===== config.mk =====
export PLATFORM = sky130hd
export DESIGN_NAME = cbs_capture_b
export DESIGN_NICKNAME = d
export VERILOG_FILES = /design/src/cbs_capture_b.v /design/src/cbs_sync_edge.v
export VERILOG_INCLUDE_DIRS = /design/src
export SDC_FILE = /design/constraint.sdc
export NUM_CORES = 1
export LEC_CHECK = 0
export BUFFER_PORTS_ARGS = -buffer_cell sky130_fd_sc_hd__buf_4
export CAP_MARGIN = 0
export CORE_MARGIN = 10
export CORE_UTILIZATION = 55
export DETAILED_ROUTE_END_ITERATION = 10
export GPL_ROUTABILITY_DRIVEN = 0
export PLACE_DENSITY = 0.8
export SYNTH_ARGS = -nofsm -noshare
export SYNTH_HDL_FRONTEND = slang
export SYNTH_SLANG_ARGS = --single-unit

===== constraint.sdc =====
create_clock -name mclk_i -period 2.25 [get_ports mclk_i]
set_input_delay 0.1125 -clock mclk_i [delete_from_list [all_inputs] [get_ports mclk_i]]
set_output_delay 0.1125 -clock mclk_i [all_outputs]
set_load 0.1 [all_outputs]

===== src/cbs_map.vh =====
/*
  Constants for the capture B source select block: register offsets, field positions,
  reset values and edge-select encodings.
  Assumes inclusion by the design files of the block only; holds definitions alone.
*/
// What this block does
// - Trigger field 00: no capture into register B from that trigger input.
// - Trigger field 01: capture counter on each rising edge of the trigger.
// - Trigger field 10: capture counter on each falling edge of the trigger.
// - Trigger field 11: capture counter on both edges of the trigger.
// - Fields at bits 3:2, 5:4, 7:6 serve three further trigger inputs identically.
// - Pin field 00: rising edge of pin A causes no capture.
// - Pin field 01: capture on pin A rising edge while pin B is low.
// - Pin field 10: capture on pin A rising edge while pin B is high.
// - Pin field 11: capture on every pin A rising edge regardless of pin B.
// - Fields at bits 11:10, 13:12, 15:14 serve three further pin pairs identically.
`ifndef CBS_MAP_VH
`define CBS_MAP_VH

// ----------------------------------------------------------------------------
// Register map
// ----------------------------------------------------------------------------
`define CBS_OFF_SRC_SEL 12'h000
`define CBS_OFF_CAPT_B 12'h004
`define CBS_OFF_COUNTER 12'h008
`define CBS_OFF_STATUS 12'h00C
`define CBS_ADDR_W 12
`define CBS_SRC_SEL_RST 32'h00000000
`define CBS_SRC_SEL_MASK 32'h0000FFFF

// ----------------------------------------------------------------------------
// Fields and encodings
// ----------------------------------------------------------------------------
`define CBS_TRIG_LSB 0
`define CBS_PIN_LSB 8
`define CBS_NUM_SRC 4
`define CBS_SEL_OFF 2'h0
`define CBS_SEL_LOW 2'h1
`define CBS_SEL_HIGH 2'h2
`define CBS_SEL_ANY 2'h3
`define CBS_STAT_CAPT_BIT 0

`endif


===== src/cbs_capture_b.v =====
/*
  Capture register B source selection with its own free-running counter and APB slave.
  Assumes a single 40 MHz clock, synchronous reset, and asynchronous trigger and pin inputs.
*/
`timescale 1ns/10ps
`include "cbs_map.vh"
module cbs_capture_b (
  input wire mclk_i,
  input wire rst_i,
  input wire psel_i,
  input wire penable_i,
  input wire pwrite_i,
  input wire [11:0] paddr_i,
  input wire [31:0] pwdata_i,
  input wire [3:0] pstrb_i,
  output wire [31:0] prdata_o,
  output wire pready_o,
  output wire pslverr_o,
  input wire [3:0] external_trigger_i,
  input wire [3:0] timer_io_pin_a_i,
  input wire [3:0] timer_io_pin_b_i,
  output wire [31:0] capture_register_b_o,
  output wire capture_pulse_o
);
  // --------------------------------------------------------------------------
  // Helpers
  // --------------------------------------------------------------------------
  function trig_hit;
    input [1:0] sel;
    input rise;
    input fall;
    begin
      case (sel)
        `CBS_SEL_OFF: trig_hit = 1'b0;
        `CBS_SEL_LOW: trig_hit = rise;
        `CBS_SEL_HIGH: trig_hit = fall;
        `CBS_SEL_ANY: trig_hit = rise | fall;
        default: trig_hit = 1'b0;
      endcase
    end
  endfunction

  function pin_hit;
    input [1:0] sel;
    input rise;
    input qual;
    begin
      case (sel)
        `CBS_SEL_OFF: pin_hit = 1'b0;
        `CBS_SEL_LOW: pin_hit = rise & ~qual;
        `CBS_SEL_HIGH: pin_hit = rise & qual;
        `CBS_SEL_ANY: pin_hit = rise;
        default: pin_hit = 1'b0;
      endcase
    end
  endfunction

  function [31:0] byte_merge;
    input [31:0] old;
    input [31:0] wdata;
    input [3:0] strb;
    integer k;
    begin
      byte_merge = old;
      for (k = 0; k < 4; k = k + 1)
        if (strb[k])
          byte_merge[k*8 +: 8] = wdata[k*8 +: 8];
    end
  endfunction

  // --------------------------------------------------------------------------
  // Input synchronisation
  // --------------------------------------------------------------------------
  wire [11:0] sync_level;
  wire [11:0] sync_rise;
  wire [11:0] sync_fall;

  cbs_sync_edge #(
    .W(12)
  ) u_sync (
    .mclk_i(mclk_i),
    .rst_i(rst_i),
    .async_i({timer_io_pin_b_i, timer_io_pin_a_i, external_trigger_i}),
    .level_o(sync_level),
    .rise_o(sync_rise),
    .fall_o(sync_fall)
  );

  wire [3:0] trig_rise = sync_rise[3:0];
  wire [3:0] trig_fall = sync_fall[3:0];
  wire [3:0] pin_a_rise = sync_rise[7:4];
  wire [3:0] pin_b_level = sync_level[11:8];

  // --------------------------------------------------------------------------
  // Registers
  // --------------------------------------------------------------------------
  reg [31:0] src_sel_q;
  reg [31:0] capt_b_q;
  reg [31:0] counter_q;
  reg capt_seen_q;
  reg capt_pulse_q;
  reg [31:0] prdata_q;

  // --------------------------------------------------------------------------
  // Bus decode
  // --------------------------------------------------------------------------

  wire apb_setup = psel_i & ~penable_i;
  wire apb_access = psel_i & penable_i;
  wire wr_en = apb_access & pwrite_i;
  wire hit_sel = (paddr_i == `CBS_OFF_SRC_SEL);
  wire hit_capt = (paddr_i == `CBS_OFF_CAPT_B);
  wire hit_cnt = (paddr_i == `CBS_OFF_COUNTER);
  wire hit_stat = (paddr_i == `CBS_OFF_STATUS);
  wire mapped = hit_sel | hit_capt | hit_cnt | hit_stat;

  // --------------------------------------------------------------------------
  // Source evaluation
  // --------------------------------------------------------------------------
  // Pin pair n: A rising qualified by B, reusing the pin channel index for both.
  reg [3:0] src_trig;
  reg [3:0] src_pin;
  integer i;
  always @*
  begin
    src_trig = 4'h0;
    src_pin = 4'h0;
    for (i = 0; i < `CBS_NUM_SRC; i = i + 1)
    begin
      src_trig[i] = trig_hit(src_sel_q[`CBS_TRIG_LSB + 2*i +: 2],
        trig_rise[i], trig_fall[i]);
      src_pin[i] = pin_hit(src_sel_q[`CBS_PIN_LSB + 2*i +: 2],
        pin_a_rise[i], pin_b_level[i]);
    end
  end

  // --------------------------------------------------------------------------
  // Capture strobe
  // --------------------------------------------------------------------------
  wire trig_any = |src_trig;
  wire pin_any = |src_pin;
  wire stat_clear = wr_en & hit_stat & pstrb_i[0] & pwdata_i[`CBS_STAT_CAPT_BIT];

  // All sources collapse into one strobe, so coincident events capture once.
  wire capt_now = trig_any | pin_any;

  // --------------------------------------------------------------------------
  // Next-state logic
  // --------------------------------------------------------------------------
  reg [31:0] src_sel_d;
  reg [31:0] capt_b_d;
  reg [31:0] counter_d;
  reg capt_seen_d;
  reg capt_pulse_d;
  reg [31:0] prdata_d;

  // The counter wraps freely, so software must work with differences of readings.
  always @*
  begin
    counter_d = counter_q + 32'h00000001;
  end

  // The stored value is the counter of the cycle in which the strobe is seen.
  always @*
  begin
    capt_b_d = capt_b_q;
    if (capt_now)
    begin
      capt_b_d = counter_q;
    end
  end

  always @*
  begin
    capt_pulse_d = 1'b0;
    if (capt_now)
    begin
      capt_pulse_d = 1'b1;
    end
  end

  // Bytes without a strobe keep their value; the unused upper half reads as zero.
  always @*
  begin
    src_sel_d = src_sel_q;
    if (wr_en && hit_sel)
    begin
      src_sel_d = byte_merge(src_sel_q, pwdata_i, pstrb_i) & `CBS_SRC_SEL_MASK;
    end
  end

  // A new capture in the clearing cycle wins over the software clear.
  always @*
  begin
    capt_seen_d = capt_seen_q;
    if (capt_now)
    begin
      capt_seen_d = 1'b1;
    end
    else if (stat_clear)
    begin
      capt_seen_d = 1'b0;
    end
  end

  // Read data is taken in the setup cycle, so the access phase never waits.
  always @*
  begin
    prdata_d = prdata_q;
    if (apb_setup && !pwrite_i)
    begin
      case (paddr_i)
        `CBS_OFF_SRC_SEL: prdata_d = src_sel_q;
        `CBS_OFF_CAPT_B: prdata_d = capt_b_q;
        `CBS_OFF_COUNTER: prdata_d = counter_q;
        `CBS_OFF_STATUS: prdata_d = {31'h00000000, capt_seen_q};
        default: prdata_d = 32'h00000000;
      endcase
    end
  end

  // --------------------------------------------------------------------------
  // State registers
  // --------------------------------------------------------------------------
  // Reset is synchronous, so the clock must keep running while it is held.
  always @(posedge mclk_i)
  begin
    if (rst_i)
    begin
      src_sel_q <= `CBS_SRC_SEL_RST;
    end
    else
    begin
      src_sel_q <= src_sel_d;
    end
  end

  always @(posedge mclk_i)
  begin
    if (rst_i)
    begin
      capt_b_q <= 32'h00000000;
    end
    else
    begin
      capt_b_q <= capt_b_d;
    end
  end

  always @(posedge mclk_i)
  begin
    if (rst_i)
    begin
      counter_q <= 32'h00000000;
    end
    else
    begin
      counter_q <= counter_d;
    end
  end

  always @(posedge mclk_i)
  begin
    if (rst_i)
    begin
      capt_seen_q <= 1'b0;
    end
    else
    begin
      capt_seen_q <= capt_seen_d;
    end
  end

  always @(posedge mclk_i)
  begin
    if (rst_i)
    begin
      capt_pulse_q <= 1'b0;
    end
    else
    begin
      capt_pulse_q <= capt_pulse_d;
    end
  end

  always @(posedge mclk_i)
  begin
    if (rst_i)
    begin
      prdata_q <= 32'h00000000;
    end
    else
    begin
      prdata_q <= prdata_d;
    end
  end

  // --------------------------------------------------------------------------
  // Outputs
  // --------------------------------------------------------------------------
  // Every access completes in its first access cycle, so ready is tied high.
  assign pready_o = 1'b1;
  // Unmapped offsets still complete, with an error flag, so software never hangs.
  assign pslverr_o = apb_access & ~mapped;
  assign prdata_o = prdata_q;
  assign capture_register_b_o = capt_b_q;
  assign capture_pulse_o = capt_pulse_q;
endmodule // cbs_capture_b


===== src/cbs_sync_edge.v =====
/*
  Two-flop synchroniser with a third stage for edge detection, one per input bit.
  Assumes the inputs are asynchronous levels and rst_i is synchronous active high.
*/
`timescale 1ns/10ps
module cbs_sync_edge #(
  parameter W = 4
) (
  input wire mclk_i,
  input wire rst_i,
  input wire [W-1:0] async_i,
  output wire [W-1:0] level_o,
  output wire [W-1:0] rise_o,
  output wire [W-1:0] fall_o
);
  reg [W-1:0] meta_q;
  reg [W-1:0] sync_q;
  reg [W-1:0] prev_q;

  // The first stage feeds only the second, so no logic sees a metastable value.
  always @(posedge mclk_i)
  begin
    if (rst_i)
    begin
      meta_q <= {W{1'b0}};
      sync_q <= {W{1'b0}};
      prev_q <= {W{1'b0}};
    end
    else
    begin
      meta_q <= async_i;
      sync_q <= meta_q;
      prev_q <= sync_q;
    end
  end

  assign level_o = sync_q;
  assign rise_o = sync_q & ~prev_q;
  assign fall_o = ~sync_q & prev_q;
endmodule // cbs_sync_edge


==> impl_results.md <==
- Outcome: finished clean
- Peak supply drop: between 0.4 and 0.5 mV
- Overflow after GRT: 0
- Initial Util: between 50% and 60%
- # setup viols final: 0
- H-tree depth: 4
- # Max-Cap Violations: 0
- Top-area cell type share of the netlist area: around 46%
- Final Non-Filler Cells: between 900 and 1k
- Die Wd: 127.6 um
- Initial antenna violation count: 0
- RSZ-0062 raised after global routing: true
- Synth cell types: 50
- EDFF count, synth: 0
- Post-synth top cells: dfxtp_1, nor2_1, mux2i_1, nand2b_1, nand2_1
- Drt pass-1 iters: 4
- Final Max Tran Viols: 0
- # IOs: about 130
- Share of cells above drive strength 1: a little over a fifth
- Pre-CTS setup slack: 0.03580 ns
- Fin crit period: roughly 2.2 ns
- DR WL/cell: 16.01 um
- Crit-path cells: inv_1 -> ha_1 -> xnor2_1 -> and3_1 -> or3_1 -> nor4_4 -> buf_4 -> mux2i_1
- Final Total Pwr: between 5 and 6 mW
- Row count: 39
- Leak Pwr: between 3 and 4 nW
- Fmax achieved: approximately 450 MHz
- Max stage delay on crit path: between 0.3 and 0.4 ns
- Met2 GRT Util: 30.92%
- Clock tree buffer depth: 2
- GR Util met1: between 20% and 30%
- Mapped Nets: roughly 760
- Drt via density: roughly 5.3
- Buffers on Ports: 112
- Critical path's top delay family: simple AND/OR/NAND/NOR gates
- Die Y: about 130 um
- Post CTS Setup Buffer Count: 0
- Final worst slack: 0.04854 ns
- Synthesized flop and latch total: 146
- Clock-pin slew on the worst setup and hold paths: about 0.06 ns
- Ys Warns: 0
- M3 GR Usage: about 6.0%
- Placed cell count: 908
- Post-layout util: 72.25%
- Ys async rst share: 0%
- Pin slew with the least headroom to its limit: 1.088 ns
- Synth top area cells: dfxtp_1, mux2i_1, nand2b_1, nor2_1, ha_1
- Area of the mapped netlist: between 6000 and 7000 um^2
- Crit path kind: reg -> reg
- Hold WC Path Type: in -> reg
- Antenna Nets Post-Route: 0
- Ys flop type: dfxtp_1
- FILL cells: roughly 810
- Die area: about 16000 um^2
- DPL Wire Length: about 11000 um
- Top Usage Layer GRT: met2
- Synth-to-layout area growth: 29.11%
- First-pass GRT wire length: roughly 25000 um
- Max_slew headroom: between 20 and 30%
- Drt initial violations: 413
- Seq/Total Area, Yosys: about 46%
- Avg Cell Area, Syn: 9.384 um^2
- Crit path buffers/inverters: 2
- Crit path DAT: between 2 and 3 ns
- Nets@finish: roughly 900
- Root buf cell: clkbuf_16
- Final hold violations: 0
- Worst Path Required: ~2.6 ns
- Total CTS buffers: 17
- CTS tree: done
- DRC Markers: 0
- ANT cells: 0
- GRT Total Usage: a little under a fifth
- Tcrit/Tclk final: between 90% and 100%
- CP startpoint kind: flop
- Power per Cell Area: roughly 700 nW/um^2
- Largest net degree at the start of global routing: around 150
- Num Clock Sinks: 146
- Core area: 11370 um^2
- Vias in the first global route: between 5k and 6k
- Final worst clock skew: 0.01046 ns
- Synth Instances: about 680
- Final wirelength: 15490 um
- Vias: around 5.1k
- CP max stage cell: or3_1
- Highest net fanout along the worst path: 14
- Clock Latency Late Sink: 0.42 ns
- Most common cell in the synthesized netlist: dfxtp_1
- Synth area leader: dfxtp_1
- CP Capture Type: flop
==> logic make-up after synthesis <==
| kind of cell | synth area share [%] |
|---|---|
| other | 0.05894 |
| XOR/XNOR | 4.405 |
| adder cells (fa/ha/maj) | 4.130 |
| AO/OA/AOI/OAI | 6.883 |
| buffers and inverters | 4.484 |
| flip-flops | 45.94 |
| AND/OR/NAND/NOR | 23.84 |
| multiplexers | 10.27 |
==> registers in the layout (all words and copies together), names as in the netlist <==
name                  flops
capt_seen_q               1
capture_pulse_o           1
capture_register_b_o     32
prdata_o                 32
u_sync.meta_q            12
src_sel_q                16
u_sync.level_o           12
u_sync.prev_q             8
counter_q                32
==> per-stage QoR <==
stage	cell area, um^2	hold slack (ns)	setup TNS (ns)
after floorplan	6362	0.2407	0
final	8214	0.1264	0
after global placement	7296	0.3214	0
after global routing	8214	0.1611	-0.8276
after CTS	8203	0.1189	0
after detailed placement	7296	0.3279	0
==> power by group <==
group          leakage (nW)  switching, mW  internal, mW
logic                  2.08          0.112         0.139
registers              1.18         0.0154          2.61
clock network         0.294           1.07          1.83
==> final timing paths <==
check | start | endpoint | slack (ns) | cells past startpoint
max | src_sel_q[14]$_SDFFE_PP0P_ | capture_register_b_o[17]$_SDFFE_PP0P_ | 0.05 | 8
min | pstrb_i[0] | capt_seen_q$_SDFFE_PP0P_ | 0.13 | 4
max reg2reg | src_sel_q[14]$_SDFFE_PP0P_ | capture_register_b_o[17]$_SDFFE_PP0P_ | 0.05 | 8
min reg2reg | u_sync.meta_q[7]$_SDFF_PP0_ | u_sync.level_o[7]$_SDFF_PP0_ | 0.43 | 1
==> layout by cell type, fill, tap and decap left out, drive strengths merged, types with 16 or more instances in the layout <==
master / count
dfxtp: 146
a21oi: 17
nand2: 47
o21ai: 37
nor2b: 36
xor2: 23
dlygate4sd3: 28
buf: 124
ha: 21
nor2: 73
inv: 19
nand3: 22
nand2b: 63
a22oi: 16
mux2i: 63
clkbuf: 21
==> area by class of cell <==
type	instances	area, um^2	share of cell area [%]
clock inverters	12	156.4	1.904
well taps	143	178.9	2.178
inverters	19	71.32	0.8682
clock buffers	20	466.7	5.682
repair buffers	153	1237	15.06
multi-input cells	475	3181	38.72
flip-flops and latches	146	2923	35.58
==> repair_timing <==
item                                    CTS  global route
gates resized for setup                   1             2
endpoints found under the setup margin    1            25
hold endpoints to repair                 28             0
hold buffers                             28             0
==> worst reg2reg max path, stage by stage (launching register included) <==
cell     delay [ns]
dfxtp_1        0.32
inv_1          0.06
ha_1           0.20
xnor2_1        0.12
and3_1         0.18
or3_1          0.35
nor4_4         0.32
buf_4          0.33
mux2i_1        0.25
==> layer usage <==
metal	routed length, um	part of all wire [%]	vias up
li1	-	-	2544
met1	6746	44	2435
met2	7542	49	132
met3	1022	6.6	16
met4	182	1.2	0
met5	0	0	-
Note: power is estimated with default switching activity, not from simulation.
